[src/verilog/spi_alarm_defines.svh]
// Register offsets, reset values and timing counts for the serial alarm slave
`ifndef SPI_ALARM_DEFINES_SVH
`define SPI_ALARM_DEFINES_SVH

`define ADDR_PAGE_SELECT        8'hff
`define ADDR_INPUT_LOSS_LIVE    8'h02
`define ADDR_INPUT_LOSS_STICKY  8'h03
`define ADDR_INPUT_LOSS_ENABLE  8'h04
`define ADDR_PLL_LOSS_LIVE      8'h06
`define ADDR_PLL_LOSS_STICKY    8'h07
`define ADDR_PLL_LOSS_ENABLE    8'h08

`define PAGE_PLL                8'h00
`define PAGE_INPUT              8'h01

`define PAGE_RESET              8'h00
`define STICKY_RESET            4'hf
`define ENABLE_RESET            4'hf

`define DIR_BIT_COUNT           5'd8
`define ADDR_BIT_COUNT          5'd16
`define FRAME_BIT_COUNT         5'd24

`define SYS_CLK_HZ              40000000
`define RC_CLK_HZ               4000000
`define RC_TICK_CYCLES          ((`SYS_CLK_HZ) / (`RC_CLK_HZ))

`endif

[src/verilog/spi_alarm_pkg.sv]
// Types shared by the serial alarm slave
package spi_alarm_pkg;
    typedef logic [7:0] byte_t;
    typedef logic [3:0] alarm_t;
    typedef logic [4:0] bit_count_t;
endpackage

[src/verilog/spi_slave_alarm_registers.sv]
// Four-wire serial slave with paged lock-loss and clock-loss alarm registers
`timescale 1ns/1ps
`include "spi_alarm_defines.svh"

module spi_slave_alarm_registers (
    input  wire logic       I_CLK,
    input  wire logic       I_RSTN,
    input  wire logic       I_CE,
    input  wire logic       I_HOST_PROTOCOL_SELECT,
    input  wire logic       I_CHIP_SELECT_PIN_N,
    input  wire logic       I_SCLK,
    input  wire logic       I_SDI,
    output logic            O_SDO,
    output logic            O_SDO_OE,
    input  wire logic [3:0] I_PLL_LOCK_LOSS,
    input  wire logic [3:0] I_INPUT_LOSS,
    input  wire logic [7:0] I_IRQ_SELECT,
    output logic            O_ALARM_IRQ_N
);

    // Two-flop synchronisers for the serial pins, mode select and both alarm inputs
    logic [1:0] sclk_sync;
    logic [1:0] cs_sync;
    logic [1:0] sdi_sync;
    logic [1:0] mode_sync;
    logic [3:0] pll_sync1;
    logic [3:0] input_sync1;

    logic                     sclk_prev;
    spi_alarm_pkg::alarm_t    pll_live;
    spi_alarm_pkg::alarm_t    input_live;
    spi_alarm_pkg::alarm_t    pll_prev;
    spi_alarm_pkg::alarm_t    input_prev;
    spi_alarm_pkg::alarm_t    pll_sticky;
    spi_alarm_pkg::alarm_t    input_sticky;
    spi_alarm_pkg::alarm_t    pll_enable;
    spi_alarm_pkg::alarm_t    input_enable;
    spi_alarm_pkg::alarm_t    pll_clear;
    spi_alarm_pkg::alarm_t    input_clear;
    spi_alarm_pkg::byte_t     page;
    spi_alarm_pkg::byte_t     rx_shift;
    spi_alarm_pkg::byte_t     addr;
    spi_alarm_pkg::byte_t     wdata;
    spi_alarm_pkg::byte_t     tx_shift;
    spi_alarm_pkg::bit_count_t bit_count;
    logic                     dir_write;
    logic                     wr_stb;
    logic [3:0]               rc_div;

    always_ff @(posedge I_CLK or negedge I_RSTN) begin
        if (!I_RSTN) begin
            sclk_sync   <= 2'h0;
            cs_sync     <= 2'h3;
            sdi_sync    <= 2'h0;
            mode_sync   <= 2'h3;
            pll_sync1   <= 4'h0;
            input_sync1 <= 4'h0;
            pll_live    <= 4'h0;
            input_live  <= 4'h0;
            sclk_prev   <= 1'b0;
        end else if (I_CE) begin
            sclk_sync   <= {sclk_sync[0], I_SCLK};
            cs_sync     <= {cs_sync[0], I_CHIP_SELECT_PIN_N};
            sdi_sync    <= {sdi_sync[0], I_SDI};
            mode_sync   <= {mode_sync[0], I_HOST_PROTOCOL_SELECT};
            pll_sync1   <= I_PLL_LOCK_LOSS;
            input_sync1 <= I_INPUT_LOSS;
            pll_live    <= pll_sync1;
            input_live  <= input_sync1;
            sclk_prev   <= sclk_sync[1];
        end
    end

    wire frame_active = !cs_sync[1] && !mode_sync[1];
    wire sclk_rise    = frame_active && sclk_sync[1] && !sclk_prev;
    wire sclk_fall    = frame_active && !sclk_sync[1] && sclk_prev;
    wire bit_in       = sdi_sync[1];
    // Bits past the 24th are ignored so a long frame cannot touch a second register
    wire take_bit     = sclk_rise && (bit_count < `FRAME_BIT_COUNT);
    wire read_load    = sclk_fall && !dir_write && (bit_count == `ADDR_BIT_COUNT);
    wire read_shift   = sclk_fall && !dir_write && (bit_count > `ADDR_BIT_COUNT)
                        && (bit_count < `FRAME_BIT_COUNT);
    wire next_wr_stb  = sclk_fall && dir_write && (bit_count == `FRAME_BIT_COUNT);
    wire [7:0] next_rx = {rx_shift[6:0], bit_in};

    function automatic spi_alarm_pkg::byte_t read_mux(
        input spi_alarm_pkg::byte_t pg,
        input spi_alarm_pkg::byte_t ad,
        input spi_alarm_pkg::alarm_t p_live,
        input spi_alarm_pkg::alarm_t p_sticky,
        input spi_alarm_pkg::alarm_t p_enable,
        input spi_alarm_pkg::alarm_t i_live,
        input spi_alarm_pkg::alarm_t i_sticky,
        input spi_alarm_pkg::alarm_t i_enable);
        spi_alarm_pkg::byte_t value;
        value = 8'h00;
        if (ad == `ADDR_PAGE_SELECT) begin
            value = pg;
        end else if (pg == `PAGE_PLL) begin
            if (ad == `ADDR_PLL_LOSS_LIVE) value = {4'h0, p_live};
            if (ad == `ADDR_PLL_LOSS_STICKY) value = {4'h0, p_sticky};
            if (ad == `ADDR_PLL_LOSS_ENABLE) value = {4'h0, p_enable};
        end else if (pg == `PAGE_INPUT) begin
            if (ad == `ADDR_INPUT_LOSS_LIVE) value = {4'h0, i_live};
            if (ad == `ADDR_INPUT_LOSS_STICKY) value = {4'h0, i_sticky};
            if (ad == `ADDR_INPUT_LOSS_ENABLE) value = {4'h0, i_enable};
        end
        return value;
    endfunction

    // Combinational mux settles well inside half a serial clock period
    wire [7:0] rd_data = read_mux(page, addr, pll_live, pll_sticky, pll_enable,
                                  input_live, input_sticky, input_enable);

    always_ff @(posedge I_CLK or negedge I_RSTN) begin
        if (!I_RSTN) begin
            bit_count <= 5'd0;
            rx_shift  <= 8'h00;
            dir_write <= 1'b0;
            addr      <= 8'h00;
            wdata     <= 8'h00;
        end else if (I_CE) begin
            if (!frame_active) begin
                bit_count <= 5'd0;
            end else if (take_bit) begin
                bit_count <= bit_count + 5'd1;
                rx_shift  <= next_rx;
                if (bit_count == `DIR_BIT_COUNT - 5'd1) dir_write <= bit_in;
                if (bit_count == `ADDR_BIT_COUNT - 5'd1) addr <= next_rx;
                if (bit_count == `FRAME_BIT_COUNT - 5'd1) wdata <= next_rx;
            end
        end
    end

    always_ff @(posedge I_CLK or negedge I_RSTN) begin
        if (!I_RSTN) begin
            tx_shift <= 8'h00;
            O_SDO    <= 1'b0;
            O_SDO_OE <= 1'b0;
            wr_stb   <= 1'b0;
        end else if (I_CE) begin
            wr_stb <= next_wr_stb;
            if (!frame_active) begin
                O_SDO_OE <= 1'b0;
            end else if (read_load) begin
                tx_shift <= rd_data;
                O_SDO    <= rd_data[7];
                O_SDO_OE <= 1'b1;
            end else if (read_shift) begin
                tx_shift <= {tx_shift[6:0], 1'b0};
                O_SDO    <= tx_shift[6];
            end
        end
    end

    // Write decode, valid in the cycle the commit strobe is high
    wire wr_page      = wr_stb && (addr == `ADDR_PAGE_SELECT);
    wire wr_pll_page  = wr_stb && (page == `PAGE_PLL);
    wire wr_in_page   = wr_stb && (page == `PAGE_INPUT);
    wire wr_pll_stky  = wr_pll_page && (addr == `ADDR_PLL_LOSS_STICKY);
    wire wr_pll_en    = wr_pll_page && (addr == `ADDR_PLL_LOSS_ENABLE);
    wire wr_in_stky   = wr_in_page && (addr == `ADDR_INPUT_LOSS_STICKY);
    wire wr_in_en     = wr_in_page && (addr == `ADDR_INPUT_LOSS_ENABLE);

    // The RC rate is a tick derived from the system clock
    wire rc_tick = (rc_div == 4'h0);
    wire [3:0] pll_rise   = pll_live & ~pll_prev;
    wire [3:0] input_rise = input_live & ~input_prev;
    wire [3:0] pll_set    = pll_rise & pll_enable;
    wire [3:0] input_set  = input_rise & input_enable;
    wire [7:0] irq_sources = {input_sticky, pll_sticky} & I_IRQ_SELECT;

    always_ff @(posedge I_CLK or negedge I_RSTN) begin
        if (!I_RSTN) begin
            page <= `PAGE_RESET;
            pll_enable <= `ENABLE_RESET;
            input_enable <= `ENABLE_RESET;
        end else if (I_CE) begin
            if (wr_page) page <= wdata;
            if (wr_pll_en) pll_enable <= wdata[3:0];
            if (wr_in_en) input_enable <= wdata[3:0];
        end
    end

    always_ff @(posedge I_CLK or negedge I_RSTN) begin
        if (!I_RSTN) begin
            rc_div       <= 4'h0;
            pll_prev     <= 4'h0;
            input_prev   <= 4'h0;
            pll_sticky   <= `STICKY_RESET;
            input_sticky <= `STICKY_RESET;
            pll_clear    <= 4'h0;
            input_clear  <= 4'h0;
            O_ALARM_IRQ_N <= 1'b1;
        end else if (I_CE) begin
            rc_div <= rc_tick ? 4'(`RC_TICK_CYCLES - 1) : rc_div - 4'h1;
            // Clears wait for the next tick; a new clear in a tick cycle is kept
            pll_clear   <= (rc_tick ? 4'h0 : pll_clear) | (wr_pll_stky ? wdata[3:0] : 4'h0);
            input_clear <= (rc_tick ? 4'h0 : input_clear) | (wr_in_stky ? wdata[3:0] : 4'h0);
            if (rc_tick) begin
                pll_prev     <= pll_live;
                input_prev   <= input_live;
                // Set wins over a clear arriving on the same tick
                pll_sticky   <= (pll_sticky & ~pll_clear) | pll_set;
                input_sticky <= (input_sticky & ~input_clear) | input_set;
            end
            O_ALARM_IRQ_N <= ~|irq_sources;
        end
    end
endmodule
[config.mk]
export PLATFORM = sky130hd
export DESIGN_NAME = spi_slave_alarm_registers
export DESIGN_NICKNAME = d
export VERILOG_FILES = /design/src/verilog/spi_alarm_pkg.sv /design/src/verilog/spi_slave_alarm_registers.sv
export VERILOG_INCLUDE_DIRS = /design/src /design/src/verilog
export SDC_FILE = /design/constraint.sdc
export NUM_CORES = 1
export LEC_CHECK = 0
export BUFFER_PORTS_ARGS = -buffer_cell sky130_fd_sc_hd__buf_2
export CORE_UTILIZATION = 30
export CTS_CLUSTER_SIZE = 25
export DETAILED_ROUTE_END_ITERATION = 7
export SYNTH_ARGS = -nofsm -noshare
export SYNTH_HDL_FRONTEND = slang
export SYNTH_SLANG_ARGS = --single-unit
[constraint.sdc]
create_clock -name I_CLK -period 5.3 [get_ports I_CLK]
set_clock_uncertainty 0.15 [all_clocks]
set_input_delay 0.795 -clock I_CLK [delete_from_list [all_inputs] [get_ports I_CLK]]
set_output_delay 0.795 -clock I_CLK [all_outputs]
set_load 0.005 [all_outputs]
==> flow_metrics.py, run 1 <==
metrics = {
    "sta": {
        "slew_headroom_pct": 38.3,
        "finalSetupViolCount": 0,
        "hold_ws_ns": 0.269,
        "slew_violations": 0,
        "post-route-min-period_ns": 2.86,
        "worstMarginPinSlew_ns": 0.926,
        "finalCritPeriodShare_pct": 54.1,
        "setup_tns_ns": 0,
        "rsz0062_at_grt": "false",
        "finalHoldViolations": 0,
        "clock.fmax_mhz": 349,
    },
    "setup_path": {
        "max_stage_delay_ns": 0.70,
        "cp_top_family": "simple AND/OR/NAND/NOR gates",
        "timing.rr.end": "wdata[5]$_DFFE_PN0P_",
        "arrival_ns": 2.95,
        "crit_end": "wdata[5]$_DFFE_PN0P_",
        "r2r-start": "mode_sync[1]$_DFFE_PN1P_",
        "crit_type": "in2reg",
        "required_ns": 5.38,
        "cp.depth": 5,
        "ff2ff_path_depth": 4,
        "reg2reg_slack_ns": 2.57,
        "crit_start": "I_CE",
        "end_kind": "flip-flop",
        "crit_fanout": 21,
        "startpoint_type": "input pin",
        "path_buf_inv": 1,
        "crit_slowest_cell": "nand4b_1",
        "critical_path.cell_chain": "buf_2 -> nor3b_2 -> nand4b_1 -> nor4_4 -> mux2_2",
    },
    "logic_synthesis": {
        "synth_warnings": 0,
        "netlist_top_cells_area": "dfrtp_1, mux2_2, dfstp_2, nand2_1, a21oi_1",
        "synth_flop_cell": "dfrtp_1",
        "syn_area_sq_mm": 0.00489,
        "synth_edf_count": 0,
        "synth-seq-cells": 109,
        "synthTopCellsByCount": "nand2_1, dfrtp_1, mux2_2",
        "yosysSeqAreaShare_pct": 56.3,
        "avgSynthCellArea_sq_um": 11.2,
        "ys_types": 52,
        "synth_top_area_share_pct": 45.0,
        "synth_fp_nets": 463,
        "synth_area_leader_cell": "dfrtp_1",
        "syn_inst": 437,
        "async_flop_share_pct": 100,
        "post-synth-top-count-cell": "nand2_1",
    },
    "pwr": {
        "clockPowerShare_pct": 36.9,
        "p_per_area_mw_per_mm2": 331,
        "intPower_w": 0.00138,
        "p_switching_w": 0.000469,
        "pwr-share-seq_pct": 53.9,
        "p_leak_nw": 2.47,
        "max-vdd-ir-drop_uv": 180,
        "switching_share_pct": 25.4,
        "total_power_w": 0.00184,
        "p_comb_share_pct": 9.3,
    },
    "die": {
        "die_w_microns": 130,
        "die_area_sq_mm": 0.0168,
        "core_sq_mm": 0.0159,
        "start_util_pct": 30.8,
        "die_h_microns": 130,
        "io_pins": 26,
        "fp-row-count": 46,
    },
    "finish": {
        "fin_util_pct": 35.0,
        "area_growth_pct": 13.7,
        "nNetsFinal": 488,
        "fin_cells": 683,
        "diodes": 0,
        "drive_above_1_share_pct": 28.3,
    },
    "clocking": {
        "cts_tree": "yes",
        "clkTransAtPathRegs_ns": 0.07,
        "cts.path.max_buffers": 2,
        "cts-root-buf": "clkbuf_16",
        "cts_resized": 0,
        "clock_sinks": 109,
        "cts_setup_buffers": 0,
        "clock_latency_ns": 0.35,
        "htree_num_levels": 3,
        "cts_made_buffers": 9,
        "ctsHoldBuffers": 0,
    },
    "placement": {
        "portBuffers": 25,
        "hpwl_microns": 7380,
        "placed_cells": 667,
        "gp_congestion": 0.812,
    },
    "grt": {
        "grt_first_pass_wirelength_microns": 17400,
        "grt_max_degree": 58,
        "grt_antenna_before_repair": 0,
        "grt_pass1_vias": 3360,
        "track_usage_pct": 13.4,
        "gr-total-overflow": 0,
    },
    "min_path": {
        "hold_path_class": "reg2reg",
        "worstHoldStart": "pll_prev[2]$_DFFE_PN0P_",
    },
    "route": {
        "viasPerCell": 4.91,
        "drt_iter0_drc": 155,
        "antenna_left": 0,
        "finalWirelength_microns": 10300,
        "vias": 3356,
        "drc_errors": 0,
        "dr.pass1.iters": 4,
        "routedWlPerCell_microns": 15.1,
    },
    "flow_run": {
        "maxCapViolations": 0,
    },
    "outcome": {
        "status": "complete, no violations",
    },
}
## how the worst min path moves through the flow
stage                                     end  slack (ns)  cells after the start
CTS                 pll_sticky[2]$_DFFE_PN1P_        0.27                      1
global route        pll_sticky[2]$_DFFE_PN1P_        0.28                      1
finish              pll_sticky[2]$_DFFE_PN1P_        0.27                      1
floorplan           pll_sticky[0]$_DFFE_PN1P_        0.25                      1
detailed placement  pll_sticky[0]$_DFFE_PN1P_        0.26                      1
global placement    pll_sticky[0]$_DFFE_PN1P_        0.25                      1
## registers in the layout (all words and copies together), names as in the netlist, 5 cells and up
| name | cells |
|---|---|
| addr | 8 |
| page | 8 |
| tx_shift | 7 |
| bit_count | 5 |
| wdata | 8 |
| rx_shift | 7 |
## power groups by stage
stage               combinational [W]  sequential (W)  clock (W)
floorplan                    0.000123        0.000982          0
global placement             0.000165         0.00101          0
detailed placement           0.000173         0.00101          0
CTS                          0.000174        0.000994   0.000695
global route                 0.000195         0.00101   0.000735
finish                       0.000171        0.000993   0.000680
## stage by stage
step	instance area, sq um	setup slack (ns)
after CTS	5570	2.41
after global routing	5570	2.15
after global placement	5260	2.16
after floorplan	4890	3.00
after detailed placement	5260	2.05
final	5570	2.44
## layout make-up
cell class | instances | area, sq um
Fill cell | 1618 | 10300
Sequential cell | 109 | 2750
Multi-Input combinational cell | 305 | 2050
Tap cell | 216 | 270
Clock buffer | 12 | 246
Timing Repair Buffer | 28 | 150
Clock inverter | 4 | 56.3
Inverter | 9 | 33.8
## cells in the final DEF, fill, tap and decap left out, types with 3 or more instances in the layout
master     Yosys  layout
nor3_1         9       9
nand4_1        3       3
o2bb2ai_1      3       3
or4_1          3       3
clkbuf_16      0       9
nand2_1      100     100
buf_2          4      24
a31oi_1        4       4
mux2i_1        3       3
nor2_1         9       9
dfrtp_1       88      88
o211ai_1       6       6
xor2_1         3       3
o31ai_1        8       8
inv_1          8       8
dfstp_2       21      21
a21oi_1       16      16
ha_1           3       3
a22o_1         9       9
mux2_2        57      57
o21ai_0       16      16
nand3_1       11      11
nand2b_1       4       4
buf_4          0       4
## cell families (layout without fill, tap and decap cells)
kind of cell               Yosys count  in the layout  share of synthesized area (%)
DFF                                109            109                           56.3
buffers and inverters               23             53                           1.87
adders and majority gates            3              3                          0.767
and+or+nand+nor                    166            166                           17.1
AOI/OAI and AO/OA                   73             73                           9.77
muxes                               60             60                           13.7
xor gates and xnor gates             3              3                          0.537
## metal layers
| metal | GRT usage (%) | vias up | routed length, microns |
|---|---|---|---|
| li1 | - | 1610 | - |
| met1 | 17.7 | 1690 | 4940 |
| met2 | 21.8 | 41 | 4990 |
| met3 | 2.26 | 15 | 218 |
| met4 | 5.27 | 0 | 191 |
| met5 | 0 | - | 0 |
Note: power is estimated with default switching activity, not from simulation.
==> inputs of run 2 (changes only) <==
clock period = 2.4 ns   (was 5.3 ns; I/O delays follow)
==> run 2 against run 1 <==
Against the previous run: die area did not move; setup slack lost 2.2 ns; critical path depth decreased by 1.
==> flow_metrics.py, run 2 (same netlist as run 1, synthesis figures left out) <==
metrics = {
    "outcome": {
        "status": "complete, no violations",
    },
    "flow_run": {
        "maxCapViolations": 0,
    },
    "grt": {
        "grt_first_pass_wirelength_microns": 18000,
        "gr-total-overflow": 0,
        "grt_antenna_before_repair": 0,
        "grt_pass1_vias": 3500,
        "track_usage_pct": 14.1,
        "grt_max_degree": 43,
    },
    "placement": {
        "hpwl_microns": 7730,
        "portBuffers": 25,
        "pre_cts_ws_ns": 0.251,
        "gp_congestion": 0.839,
    },
    "setup_path": {
        "end_kind": "flip-flop",
        "required_ns": 2.53,
        "startpoint_type": "flip-flop",
        "crit_type": "reg2reg",
        "crit_fanout": 5,
        "ff2ff_path_depth": 4,
        "arrival_ns": 2.31,
    },
    "clocking": {
        "clock_latency_ns": 0.35,
        "cts_made_buffers": 9,
        "cts.path.max_buffers": 2,
        "clkTransAtPathRegs_ns": 0.07,
        "clock_sinks": 109,
        "htree_num_levels": 3,
        "cts_tree": "yes",
        "cts-root-buf": "clkbuf_16",
    },
    "finish": {
        "final_common_cell": "nand2_1",
        "regArea_sq_mm": 0.00275,
        "multi_input_area_sq_mm": 0.00205,
        "fillerInstances": 1593,
        "drive_above_1_share_pct": 30.1,
        "fin_util_pct": 35.8,
        "area_growth_pct": 16.2,
        "final_cell_mix": "nand2_1, dfrtp_1, mux2_2",
        "diodes": 0,
        "nNetsFinal": 499,
        "top_regs": "addr (8), page (8), wdata (8)",
    },
    "die": {
        "die_h_microns": 130,
        "fp-row-count": 46,
        "core_sq_mm": 0.0159,
        "io_pins": 26,
        "die_area_sq_mm": 0.0168,
        "start_util_pct": 30.8,
        "die_w_microns": 130,
    },
    "route": {
        "viasPerCell": 4.98,
        "dr.pass1.iters": 4,
        "vias": 3459,
        "routedWlPerCell_microns": 15.5,
        "drc_errors": 0,
        "antenna_left": 0,
        "drt_iter0_drc": 149,
        "finalWirelength_microns": 10700,
    },
    "pwr": {
        "p_leak_nw": 2.53,
        "p_per_area_mw_per_mm2": 725,
        "max-vdd-ir-drop_uv": 389,
        "total_power_w": 0.00412,
    },
    "min_path": {
        "hold_path_class": "in2reg",
        "hold_path_depth": 2,
    },
    "sta": {
        "post-route-min-period_ns": 2.18,
        "slew_headroom_pct": 55.7,
        "finalHoldViolations": 0,
        "slew_violations": 0,
        "hold_ws_ns": 0.0877,
        "finalCritPeriodShare_pct": 90.7,
        "clock.fmax_mhz": 460,
        "setup_tns_ns": 0,
        "rsz0062_at_grt": "false",
        "finalSetupViolCount": 0,
        "worstMarginPinSlew_ns": 0.658,
        "worst_slack_ns": 0.224,
    },
}
run 2: layout make-up:
cell class              instances  area share (%)
flip-flops and latches        109            48.4
multi-input cells             305            36.1
well taps                     216            4.75
repair buffers                 39            4.58
clock buffers                  11            4.45
clock inverters                 5            1.03
inverters                       9           0.594
run 2: routing by layer:
metal	part of all wire, %	track usage [%]
met5	0	0
met4	2.0	5.40
met3	3.8	3.36
met2	49	23.1
met1	45	18.2
run 2: metrics by stage:
step                      instance area (sq um)  std cells
after floorplan                            4890        437
after CTS                                  5680        694
after global routing                       5680        694
final                                      5680        694
after detailed placement                   5360        677
after global placement                     5360        677
run 2: path summary, 6_finish.rpt:
kind | slack, ns | end | startpoint
worst max-delay path | 0.22 | input_enable[1]$_DFFE_PN1P_ | addr[4]$_DFFE_PN0P_
worst min-delay path | 0.09 | pll_sync1[3]$_DFFE_PN0P_ | I_PLL_LOCK_LOSS[3]
worst max register to register | 0.22 | input_enable[1]$_DFFE_PN1P_ | addr[4]$_DFFE_PN0P_
worst min register to register | 0.27 | pll_sticky[3]$_DFFE_PN1P_ | pll_prev[3]$_DFFE_PN0P_
max in group asynchronous | 1.00 | pll_sticky[0]$_DFFE_PN1P_ | I_RSTN
min in group asynchronous | 0.41 | O_SDO$_DFFE_PN0P_ | I_RSTN
run 2: timing repair:
item,CTS,global route
resized for setup,0,0
hold buffers,1,0
hold endpoints to repair,38,0
setup buffers,0,0
run 2: critical path, cell delays in order (launching register included):
cell and delay, ns:
dfrtp_1 0.42, nor4_2 0.52, nand2_1 0.25, nor3_2 0.39, mux2_2 0.38
run 2: where the power goes:
group          switching (W)  internal (W)
registers           0.000168       0.00203
logic               0.000225      0.000179
clock network       0.000651      0.000865
==> inputs of run 3 (changes only) <==
CORE_MARGIN = 4   (was default)
==> run 3 against run 2 <==
Against the previous run: register-to-register slack improved by 0.02 ns; sequential power about the same; wire length decreased by 0.77%; setup slack improved by 0.023 ns; combinational power decreased by 1%; final cell count increased by 0.29%; largest power group unchanged; highest routed layer unchanged.
==> flow_metrics.py, run 3 (same netlist as run 1, synthesis figures left out) <==
metrics = {
    "clocking": {
        "cts_setup_buffers": 0,
        "clkTransAtPathRegs_ns": 0.07,
        "clock_sinks": 109,
        "cts_made_buffers": 9,
        "cts_tree": "yes",
        "cts-root-buf": "clkbuf_16",
        "clock_latency_ns": 0.34,
        "htree_num_levels": 3,
        "cts.path.max_buffers": 2,
    },
    "min_path": {
        "worstHoldStart": "I_INPUT_LOSS[2]",
        "hold_path_class": "in2reg",
    },
    "sta": {
        "slew_headroom_pct": 54.6,
        "post-route-min-period_ns": 2.15,
        "worstMarginPinSlew_ns": 0.674,
        "rsz0062_at_grt": "false",
        "finalSetupViolCount": 0,
        "finalHoldViolations": 0,
        "clock.fmax_mhz": 464,
        "slew_violations": 0,
        "setup_tns_ns": 0,
        "finalCritPeriodShare_pct": 89.7,
    },
    "die": {
        "io_pins": 26,
        "die_w_microns": 136,
        "core_sq_mm": 0.0159,
        "die_area_sq_mm": 0.0184,
        "die_h_microns": 136,
        "fp-row-count": 46,
        "start_util_pct": 30.7,
    },
    "finish": {
        "area_growth_pct": 15.2,
        "fin_area_sq_mm": 0.00564,
        "final_cell_mix": "nand2_1, dfrtp_1, mux2_2",
        "diodes": 0,
        "final_common_cell": "nand2_1",
        "drive_above_1_share_pct": 29.6,
        "top_regs": "addr (8), page (8), wdata (8)",
        "nNetsFinal": 501,
    },
    "setup_path": {
        "max_stage_delay_ns": 0.48,
        "crit_fanout": 4,
        "crit_start": "page[4]$_DFFE_PN0P_",
        "startpoint_type": "flip-flop",
        "crit_type": "reg2reg",
        "required_ns": 2.52,
        "r2r-start": "page[4]$_DFFE_PN0P_",
        "critical_path.cell_chain": "nor4_1 -> nand3_1 -> nor3_2 -> mux2_2",
        "end_kind": "flip-flop",
        "reg2reg_slack_ns": 0.25,
        "crit_slowest_cell": "nor4_1",
        "arrival_ns": 2.27,
    },
    "grt": {
        "grt_first_pass_wirelength_microns": 18000,
        "grt_pass1_vias": 3554,
        "grt_antenna_before_repair": 0,
        "track_usage_pct": 12.2,
        "gr-total-overflow": 0,
        "grt_max_degree": 54,
    },
    "outcome": {
        "status": "complete, no violations",
    },
    "pwr": {
        "p_per_area_mw_per_mm2": 699,
        "p_leak_nw": 2.52,
        "max-vdd-ir-drop_uv": 351,
    },
    "placement": {
        "gp_congestion": 0.877,
        "placed_area_sq_mm": 0.00537,
        "portBuffers": 25,
        "hpwl_microns": 7790,
    },
    "flow_run": {
        "maxCapViolations": 0,
    },
    "route": {
        "routedWlPerCell_microns": 15.3,
        "vias": 3434,
        "drt_iter0_drc": 162,
        "viasPerCell": 4.93,
        "dr.pass1.iters": 5,
        "drc_errors": 0,
        "antenna_left": 0,
        "finalWirelength_microns": 10700,
    },
}
[run 3: cell count changes in the layout (fill, tap and decap cells not counted)]
cell,change
clkinvlp_4,-2
clkbuf_1,+4
clkinv_2,+1
buf_4,+3
clkbuf_8,-1
clkinv_4,-1
buf_12,-1
bufinv_16,-1
[run 3: power by group]
group | leakage [nW] | internal [W] | switching, W
Combinational | 1.02 | 0.000177 | 0.000221
Clock | 0.131 | 0.000731 | 0.000618
Sequential | 1.38 | 0.00203 | 0.000160
[run 3: final timing paths]
kind | to | cells after the start
max | pll_enable[3]$_DFFE_PN1P_ | 4
min | input_sync1[2]$_DFFE_PN0P_ | 2
max reg2reg | pll_enable[3]$_DFFE_PN1P_ | 4
min reg2reg | input_sticky[3]$_DFFE_PN1P_ | 1
max in group asynchronous | pll_sticky[0]$_DFFE_PN1P_ | 3
min in group asynchronous | tx_shift[6]$_DFFE_PN0P_ | 2
[run 3: cell type report]
class | count | area [sq um]
Clock buffer | 14 | 254
Clock inverter | 2 | 10.0
Fill cell | 1583 | 10300
Inverter | 9 | 33.8
Multi-Input combinational cell | 305 | 2050
Sequential cell | 109 | 2750
Tap cell | 216 | 270
Timing Repair Buffer | 41 | 263
[run 3: metal layers]
layer  GRT usage (%)  share of wire [%]
met1            16.4                 47
met2            20.1                 48
met3            2.08                3.2
met4            4.31                1.8
met5               0                  0
[run 3: repair_timing]
item                      CTS  global route
hold endpoints to repair   21             0
hold buffers                1             0
gates resized for setup     0             0
[run 3: metrics by stage]
step                      utilization [%]  cells  worst slack, ns  power [W]  hold WS (ns)
after CTS                            35.4    696            0.240    0.00398        0.0913
after detailed placement             33.7    679            0.248    0.00264         0.168
final                                35.4    696            0.247    0.00394        0.0979
after floorplan                         -    437            0.475    0.00244       -0.0856
after global placement               33.7    679            0.295    0.00260         0.161
after global routing                 35.4    696            0.105    0.00416        0.0950
[run 3: critical path, delay by kind of cell (launching register included)]
family	cells	cell delay (ns)
muxes	1	0.38
DFF	1	0.41
and+or+nand+nor	3	1.15
